**config.mk**
```make
export PLATFORM = sky130hd
export DESIGN_NAME = cibr_status_regs
export DESIGN_NICKNAME = d
export VERILOG_FILES = /design/src/hw/cibr_pkg.sv /design/src/hw/cibr_rd_if.sv /design/src/hw/cibr_lane_steer.sv /design/src/hw/cibr_status_regs.sv
export VERILOG_INCLUDE_DIRS = /design/src /design/src/hw
export SDC_FILE = /design/constraint.sdc
export NUM_CORES = 1
export LEC_CHECK = 0
export BUFFER_PORTS_ARGS = -buffer_cell sky130_fd_sc_hd__buf_2
export CAP_MARGIN = 20
export CORE_MARGIN = 2
export CORE_UTILIZATION = 36
export CTS_CLUSTER_DIAMETER = 40
export CTS_CLUSTER_SIZE = 16
export DETAILED_ROUTE_END_ITERATION = 8
export PLACE_DENSITY = 0.74
export SKIP_CTS_REPAIR_TIMING = 1
export SLEW_MARGIN = 20
export SYNTH_ARGS = -nofsm -noshare
export SYNTH_HDL_FRONTEND = slang
export SYNTH_SLANG_ARGS = --single-unit
```
**constraint.sdc**
```tcl
create_clock -name sys_clk -period 1.3 [get_ports sys_clk]
set_clock_uncertainty 0.05 [all_clocks]
set_input_delay 0.13 -clock sys_clk [delete_from_list [all_inputs] [get_ports sys_clk]]
set_output_delay 0.13 -clock sys_clk [all_outputs]
set_load 0.05 [all_outputs]
```
**src/hw/cibr_defines.svh**
```systemverilog
/*
 holds offsets, field positions, reset values and timing counts of the
 miscellaneous status register bank.
 assumes it is included by bare name from design and testbench files.
*/
`ifndef CIBR_DEFINES_SVH
`define CIBR_DEFINES_SVH

// register byte offsets
`define CIBR_OFS_IDENTITY     12'h050
`define CIBR_OFS_BYTE_ORDER   12'h064
`define CIBR_OFS_CONFIG       12'h074

// identity field positions
`define CIBR_ID_MSB           31
`define CIBR_ID_LSB           16
`define CIBR_REV_MSB          15
`define CIBR_REV_LSB          0

// arbitrary neutral identity and revision values
`define CIBR_CHIP_ID          16'h0a5c
`define CIBR_CHIP_REV         16'h0001

// byte order pattern and the value shown while in reset
`define CIBR_BYTE_PATTERN     32'h87654321
`define CIBR_RESET_PATTERN    32'hffffffff

// ready flag position in the configuration word
`define CIBR_READY_BIT        27

// settle time in ns before ready rises, and its cycle count at 4 ns
`define CIBR_SETTLE_NS        100
`define CIBR_CLK_NS           4
`define CIBR_SETTLE_CYCLES    ((`CIBR_SETTLE_NS + `CIBR_CLK_NS - 1) / `CIBR_CLK_NS)

`endif

```
**src/hw/cibr_pkg.sv**
```systemverilog
/*
 holds the types shared by the status register bank.
 assumes the defines header is compiled alongside.
*/
package cibr_pkg;

   // ready sequencer states
   typedef enum logic [1:0]
   {
      cibr_st_hold,
      cibr_st_settle,
      cibr_st_ready
   } cibr_state_type;

   // 32-bit register word
   typedef logic [31:0] cibr_word_type;

endpackage

```
**src/hw/cibr_rd_if.sv**
```systemverilog
/*
 holds the read path bundle between the bank and its byte lane steering.
 assumes one clock domain; carries a word and the lanes the host asks for.
*/
`timescale 1ns/1ns

interface cibr_rd_if;
   logic [31:0] word;      // word selected by the address decode
   logic [3:0]  lanes;     // byte lanes wanted by the host
   logic [31:0] steered;   // word with unwanted lanes at zero

   // bank side supplies the word, steering returns it
   modport bank
   (
      output word,
      output lanes,
      input  steered
   );

   // steering side
   modport steer
   (
      input  word,
      input  lanes,
      output steered
   );
endinterface

```
**src/hw/cibr_lane_steer.sv**
```systemverilog
/*
 holds the byte lane steering that lets the host read any subset of bytes.
 assumes lanes are valid in the same cycle as the word.
*/
`timescale 1ns/1ns

module cibr_lane_steer
(
   cibr_rd_if.steer rd
);

   genvar g;

   // each lane passes only if requested, so partial reads stand alone
   generate
      for (g = 0; g < 4; g = g + 1)
      begin : lane
         assign rd.steered[g*8 +: 8] = rd.lanes[g] ? rd.word[g*8 +: 8] : 8'h00;
      end
   endgenerate

endmodule

```
**src/hw/cibr_status_regs.sv**
```systemverilog
/*
 holds the miscellaneous status register bank: identity word, byte order
 pattern and hardware configuration with the device ready flag.
 assumes a single-cycle host read port on sys_clk; pin-level inputs are
 synchronised here; the interrupt controller sits outside and takes a pulse.
*/
`timescale 1ns/1ns
`include "cibr_defines.svh"

module cibr_status_regs
(
   input  wire logic        sys_clk,        // 250 mhz system clock
   input  wire logic        srst,           // synchronous reset, active high
   input  wire logic        clk_en,         // freezes all state while low
   input  wire logic        dev_reset_pin,  // device-wide reset state, async level
   input  wire logic        power_saving,   // power saving state, async level
   input  wire logic        stable_pin,     // clocks and supplies stable, async level
   input  wire logic        rd_req,         // host read strobe, one cycle
   input  wire logic [11:0] rd_addr,        // host byte address
   input  wire logic [3:0]  rd_lanes,       // byte lanes wanted
   input  wire logic        wr_req,         // host write strobe, one cycle
   input  wire logic [11:0] wr_addr,        // host write byte address
   input  wire logic [31:0] wr_data,        // host write data, all ignored here
   output logic [31:0]      rd_data,        // read data, registered
   output logic             rd_ack,         // read answer, one cycle
   output logic             rd_hit,         // address belonged to this bank
   output logic             wr_ack,         // write answer, one cycle
   output logic             dev_ready,      // ready flag, registered
   output logic             pm_ready_bit,   // power control bit zero copy
   output logic             ready_int_set   // pulse that sets ready interrupt status
);

   // two-stage synchronisers for pin levels
   logic                    rst_meta_q;     // first stage, reset state
   logic                    rst_sync_q;     // second stage, reset state
   logic                    ps_meta_q;      // first stage, power saving
   logic                    ps_sync_q;      // second stage, power saving
   logic                    st_meta_q;      // first stage, stable
   logic                    st_sync_q;      // second stage, stable

   // ready sequencer
   cibr_pkg::cibr_state_type state_q;       // sequencer state
   cibr_pkg::cibr_state_type state_d;       // next sequencer state
   logic [7:0]              settle_q;       // settle cycle counter
   logic                    ready_q;        // device ready flag
   logic                    ready_d;        // next ready flag
   logic                    ready_prev_q;   // ready one cycle ago, edge detect
   logic                    int_pulse_q;    // registered interrupt set pulse

   // read path
   cibr_pkg::cibr_word_type sel_word;       // decoded word
   logic                    sel_hit;        // decode matched
   logic [31:0]             rd_data_q;      // read data register
   logic                    rd_ack_q;       // read answer register
   logic                    rd_hit_q;       // hit flag register
   logic                    wr_ack_q;       // write answer register
   logic                    block_rst;      // reset or power saving hold condition

   localparam logic [7:0] SETTLE_MAX = 8'(`CIBR_SETTLE_CYCLES - 1);

   cibr_rd_if rd_bus ();

   // synchronise the reset state pin
   always_ff @(posedge sys_clk)
   begin
      if (srst)
      begin
         rst_meta_q <= 1'b1;
         rst_sync_q <= 1'b1;
      end
      else if (clk_en)
      begin
         rst_meta_q <= dev_reset_pin;
         rst_sync_q <= rst_meta_q;
      end
   end

   // synchronise the power saving pin
   always_ff @(posedge sys_clk)
   begin
      if (srst)
      begin
         ps_meta_q <= 1'b0;
         ps_sync_q <= 1'b0;
      end
      else if (clk_en)
      begin
         ps_meta_q <= power_saving;
         ps_sync_q <= ps_meta_q;
      end
   end

   // synchronise the stable pin
   always_ff @(posedge sys_clk)
   begin
      if (srst)
      begin
         st_meta_q <= 1'b0;
         st_sync_q <= 1'b0;
      end
      else if (clk_en)
      begin
         st_meta_q <= stable_pin;
         st_sync_q <= st_meta_q;
      end
   end

   // any reset or power saving state forces ready low
   assign block_rst = rst_sync_q | ps_sync_q;

   // sequencer next state: hold, settle a fixed time, then ready
   always_comb
   begin
      state_d = state_q;
      ready_d = 1'b0;
      case (state_q)
         cibr_pkg::cibr_st_hold:
         begin
            // wait out resets and for stable supplies
            if (!block_rst && st_sync_q)
            begin
               state_d = cibr_pkg::cibr_st_settle;
            end
         end
         cibr_pkg::cibr_st_settle:
         begin
            // count the settle time, abort on any reset
            if (block_rst || !st_sync_q)
            begin
               state_d = cibr_pkg::cibr_st_hold;
            end
            else if (settle_q == SETTLE_MAX)
            begin
               state_d = cibr_pkg::cibr_st_ready;
               ready_d = 1'b1;
            end
         end
         cibr_pkg::cibr_st_ready:
         begin
            // stay ready until a reset or power saving returns or stable drops
            if (block_rst || !st_sync_q)
            begin
               state_d = cibr_pkg::cibr_st_hold;
            end
            else
            begin
               ready_d = 1'b1;
            end
         end
         default:
         begin
            state_d = cibr_pkg::cibr_st_hold;
         end
      endcase
   end

   // sequencer state register
   always_ff @(posedge sys_clk)
   begin
      if (srst)
      begin
         state_q <= cibr_pkg::cibr_st_hold;
      end
      else if (clk_en)
      begin
         state_q <= state_d;
      end
   end

   // settle counter runs only in the settle state
   always_ff @(posedge sys_clk)
   begin
      if (srst)
      begin
         settle_q <= 8'h00;
      end
      else if (clk_en)
      begin
         if (state_q == cibr_pkg::cibr_st_settle)
         begin
            settle_q <= settle_q + 8'h01;
         end
         else
         begin
            settle_q <= 8'h00;
         end
      end
   end

   // ready flag, low from every reset source
   always_ff @(posedge sys_clk)
   begin
      if (srst)
      begin
         ready_q <= 1'b0;
      end
      else if (clk_en)
      begin
         ready_q <= ready_d;
      end
   end

   // rising edge of ready raises the interrupt status set pulse
   always_ff @(posedge sys_clk)
   begin
      if (srst)
      begin
         ready_prev_q <= 1'b0;
         int_pulse_q  <= 1'b0;
      end
      else if (clk_en)
      begin
         ready_prev_q <= ready_q;
         int_pulse_q  <= ready_q & ~ready_prev_q;
      end
   end

   // address decode of the three words
   always_comb
   begin
      sel_word = 32'h00000000;
      sel_hit  = 1'b1;
      case (rd_addr)
         `CIBR_OFS_IDENTITY:
         begin
            sel_word[`CIBR_ID_MSB:`CIBR_ID_LSB]   = `CIBR_CHIP_ID;
            sel_word[`CIBR_REV_MSB:`CIBR_REV_LSB] = `CIBR_CHIP_REV;
         end
         `CIBR_OFS_BYTE_ORDER:
         begin
            // in reset the pattern is replaced so pollers can tell
            sel_word = rst_sync_q ? `CIBR_RESET_PATTERN : `CIBR_BYTE_PATTERN;
         end
         `CIBR_OFS_CONFIG:
         begin
            // only ready is populated, other bits stay zero
            sel_word[`CIBR_READY_BIT] = ready_q;
         end
         default:
         begin
            // unmapped: zero data, no hit
            sel_hit = 1'b0;
         end
      endcase
   end

   assign rd_bus.word  = sel_word;
   assign rd_bus.lanes = rd_lanes;

   // lane steering for partial reads
   cibr_lane_steer u_steer
   (
      .rd (rd_bus)
   );

   // every read is answered next cycle, in any device state
   always_ff @(posedge sys_clk)
   begin
      if (srst)
      begin
         rd_data_q <= 32'h00000000;
         rd_ack_q  <= 1'b0;
         rd_hit_q  <= 1'b0;
      end
      else if (clk_en)
      begin
         rd_ack_q <= rd_req;
         if (rd_req)
         begin
            rd_data_q <= rd_bus.steered;
            rd_hit_q  <= sel_hit;
         end
      end
   end

   // writes are acknowledged and discarded; all fields are read-only
   always_ff @(posedge sys_clk)
   begin
      if (srst)
      begin
         wr_ack_q <= 1'b0;
      end
      else if (clk_en)
      begin
         wr_ack_q <= wr_req;
      end
   end

   assign rd_data       = rd_data_q;
   assign rd_ack        = rd_ack_q;
   assign rd_hit        = rd_hit_q;
   assign wr_ack        = wr_ack_q;
   assign dev_ready     = ready_q;
   assign pm_ready_bit  = ready_q;
   assign ready_int_set = int_pulse_q;

endmodule

```
==> results.toml <==
[synthesis]
ys_top_cells_by_count = "35 x dfxtp_1, 25 x nor2_1, 20 x buf_4"
netlist_area_sq_um = 1680
async_flop_share_pct = 0
ys_ff_latch = 35
synth.top_cells.by_area = "dfxtp_1 42%, buf_4 9.0%, mux2i_1 6.0%"
syn_area_per_cell_sq_um = 9.01
ys_warn_count = 0
postSynthCellCount = 186
ys.flop_type = "dfxtp_1"
yosysSeqAreaShare_pct = 41.8
synth_top_area_cell = "dfxtp_1"
synth_top_area_share_pct = 41.8
yosys.cell_types.count = 35
yosys.cell_count.top_type = "dfxtp_1"
synth_nets = 259
synth-edff-count = 0

[finish]
largest_reg_flops = 13
drive_gt1_share_pct = 47.8
fill_cells = 416
final_util_pct = 50.2
antenna_cells = 0
final_net_count = 323
final_cell_count_no_fill = 303
area_growth_pct = 32.2

[worst_setup_path]
critical_path_class = "flop to flop"
crit_chain = "inv_1 > ha_1 > a31o_4 > or3_4 > a21oi_2"
slowest_stage = "or3_4"
cp_max_fo = 5
slowest_delay_ns = 0.37
crit_path_end_kind = "flop"
cp_data_required_time_ns = 1.47
cp_data_arrival_time_ns = 1.62
critPathTopFamily = "compound AO/OA/AOI/OAI gates"
cp-start-kind = "flop"
crit_buf_inv = 1

[clock_tree]
cts_sinks = 35
htreeDepth = 2
insertion_delay_ns = 0.28
cts.clk_slew.worst_paths_ns = 0.07
cts_tree = "built"
clockBufferDepth = 2
cts_made_buffers = 5
cts_root_buffer = "clkbuf_8"

[timing]
fmax_ghz = 0.688
hold_violations = 0
setup_viol = 10
worstMarginPinSlew_ns = 0.340
slew_headroom_pct = 77.1
slew_viol_final = 0
layout_setup_ws_ns = -0.154
setup_tns_ns = -0.387
rsz0062_at_grt = "true"
min_period_over_period_pct = 112
fin_crit_ns = 1.45

[route]
antenna_left = 0
vias = 1525
wl_microns = 3790
drt_first_pass_iters = 4
wire_per_inst_microns = 12.5
drt_iter0_drc = 68
via_per_inst = 5.03
drcViolationCount = 0

[grt]
grt_pass1_wl_microns = 6050
grt_use_total_pct = 14.9
antenna_found_initial = 0
grt_max_degree = 19
first_global_vias = 1387
grt-ovfl-total = 0

[floorplan]
die-area_sq_um = 5220
io_pins = 106
die_x_microns = 72.2
die_h_microns = 72.2
num_rows = 24
initial_core_util_pct = 38.0
core_area_sq_um = 4410

[power_and_ir_drop]
vdd.ir_drop.worst_uv = 331
power.density_nw_per_um2 = 922
p_leak_nw = 1.04

[place]
dp_hpwl_microns = 2730
dp_cells = 293
port_buffers = 61
place_congestion = 0.825

[outcome]
violations = "setup timing"
status = "finished, violations left"

[job]
maxCapViolations = 0

[min_path]
hold_class = "primary input to flop"
-- worst reg2reg max path, delay by kind of cell (launching register included) --
kind | cells | cell delay, ns
flops | 1 | 0.35
compound gates | 2 | 0.37
fa+ha+maj | 1 | 0.20
buf+inv | 1 | 0.06
simple gates | 1 | 0.37
-- final timing paths --
path                            startpoint                  endpoint  slack [ns]  cells after the start
hold / removal               dev_reset_pin   rst_meta_q$_SDFFE_PP1P_        0.01                      3
setup / recovery   state_q[0]$_SDFFE_PP0P_   state_q[0]$_SDFFE_PP0P_       -0.15                      5
hold reg to reg   rd_data[27]$_SDFFE_PP0P_  rd_data[27]$_SDFFE_PP0P_        0.41                      2
setup reg to reg   state_q[0]$_SDFFE_PP0P_   state_q[0]$_SDFFE_PP0P_       -0.15                      5
-- layout by cell type (no fill, tap or decap), types with 2 or more instances in the layout --
cell type / Yosys / final
a21oi_1: 10 / 6
nand4_1: 4 / 4
and2_1: 2 / 2
or3_4: 0 / 2
xor2_1: 4 / 4
inv_1: 7 / 4
inv_2: 0 / 3
nor2_2: 0 / 3
o21ai_1: 1 / 2
buf_4: 20 / 22
mux2i_1: 10 / 10
dfxtp_2: 0 / 5
ha_1: 5 / 3
clkbuf_8: 0 / 5
dfxtp_1: 35 / 30
nor3_2: 0 / 2
buf_2: 3 / 61
o21ai_0: 5 / 4
a32oi_1: 11 / 11
or3_1: 5 / 3
nand2_1: 15 / 15
nor2_1: 25 / 22
ha_4: 0 / 2
a21oi_2: 0 / 4
clkinv_2: 0 / 3
-- per-layer routing --
| metal | global-route usage (%) | vias to the layer above | routed length, microns |
|---|---|---|---|
| met5 | 0 | - | 0 |
| met1 | 17.1 | 713 | 1610 |
| li1 | - | 755 | - |
| met4 | 7.55 | 0 | 62 |
| met2 | 25.1 | 53 | 1880 |
| met3 | 4.17 | 4 | 231 |
-- logic make-up (layout without fill, tap and decap cells) --
logic type / count (synthesis) / after routing / synth area share (%)
AO/OA/AOI/OAI: 32 / 32 / 12.9
flip-flops: 35 / 35 / 41.8
adder cells (fa/ha/maj): 5 / 5 / 3.73
XOR/XNOR: 5 / 5 / 2.61
multiplexers: 10 / 10 / 5.97
AND/OR/NAND/NOR: 65 / 65 / 20.2
buffers and inverters: 34 / 99 / 12.8
-- area by class of cell --
type	count	area [sq um]	area share (%)
clock inverter	3	15.0	0.677
inverter	7	26.3	1.19
tap	52	65.1	2.93
timing repair buffer	84	482	21.7
multi-input combinational	117	853	38.5
sequential	35	707	31.9
clock buffer	5	68.8	3.10
-- stage by stage --
step | worst slack (ns) | area, sq um | hold WS [ns] | total power (W)
6_report | -0.154 | 2220 | 0.0126 | 0.00204
5_1_grt | -0.213 | 2220 | 0.0146 | 0.00213
4_1_cts | -0.188 | 2110 | 0.00446 | 0.00206
3_5_place_dp | -0.185 | 2030 | 0.308 | 0.00130
3_3_place_gp | -0.149 | 2030 | 0.308 | 0.00130
2_1_floorplan | -0.0614 | 1690 | 0.208 | 0.00122
-- power breakdown --
group,switching [W],total [W],internal (W)
Combinational,0.000112,0.000196,0.0000844
Sequential,0.00000937,0.00110,0.00109
Clock,0.000386,0.000752,0.000366
Total,0.000507,0.00204,0.00154
Note: power is estimated with default switching activity, not from simulation.
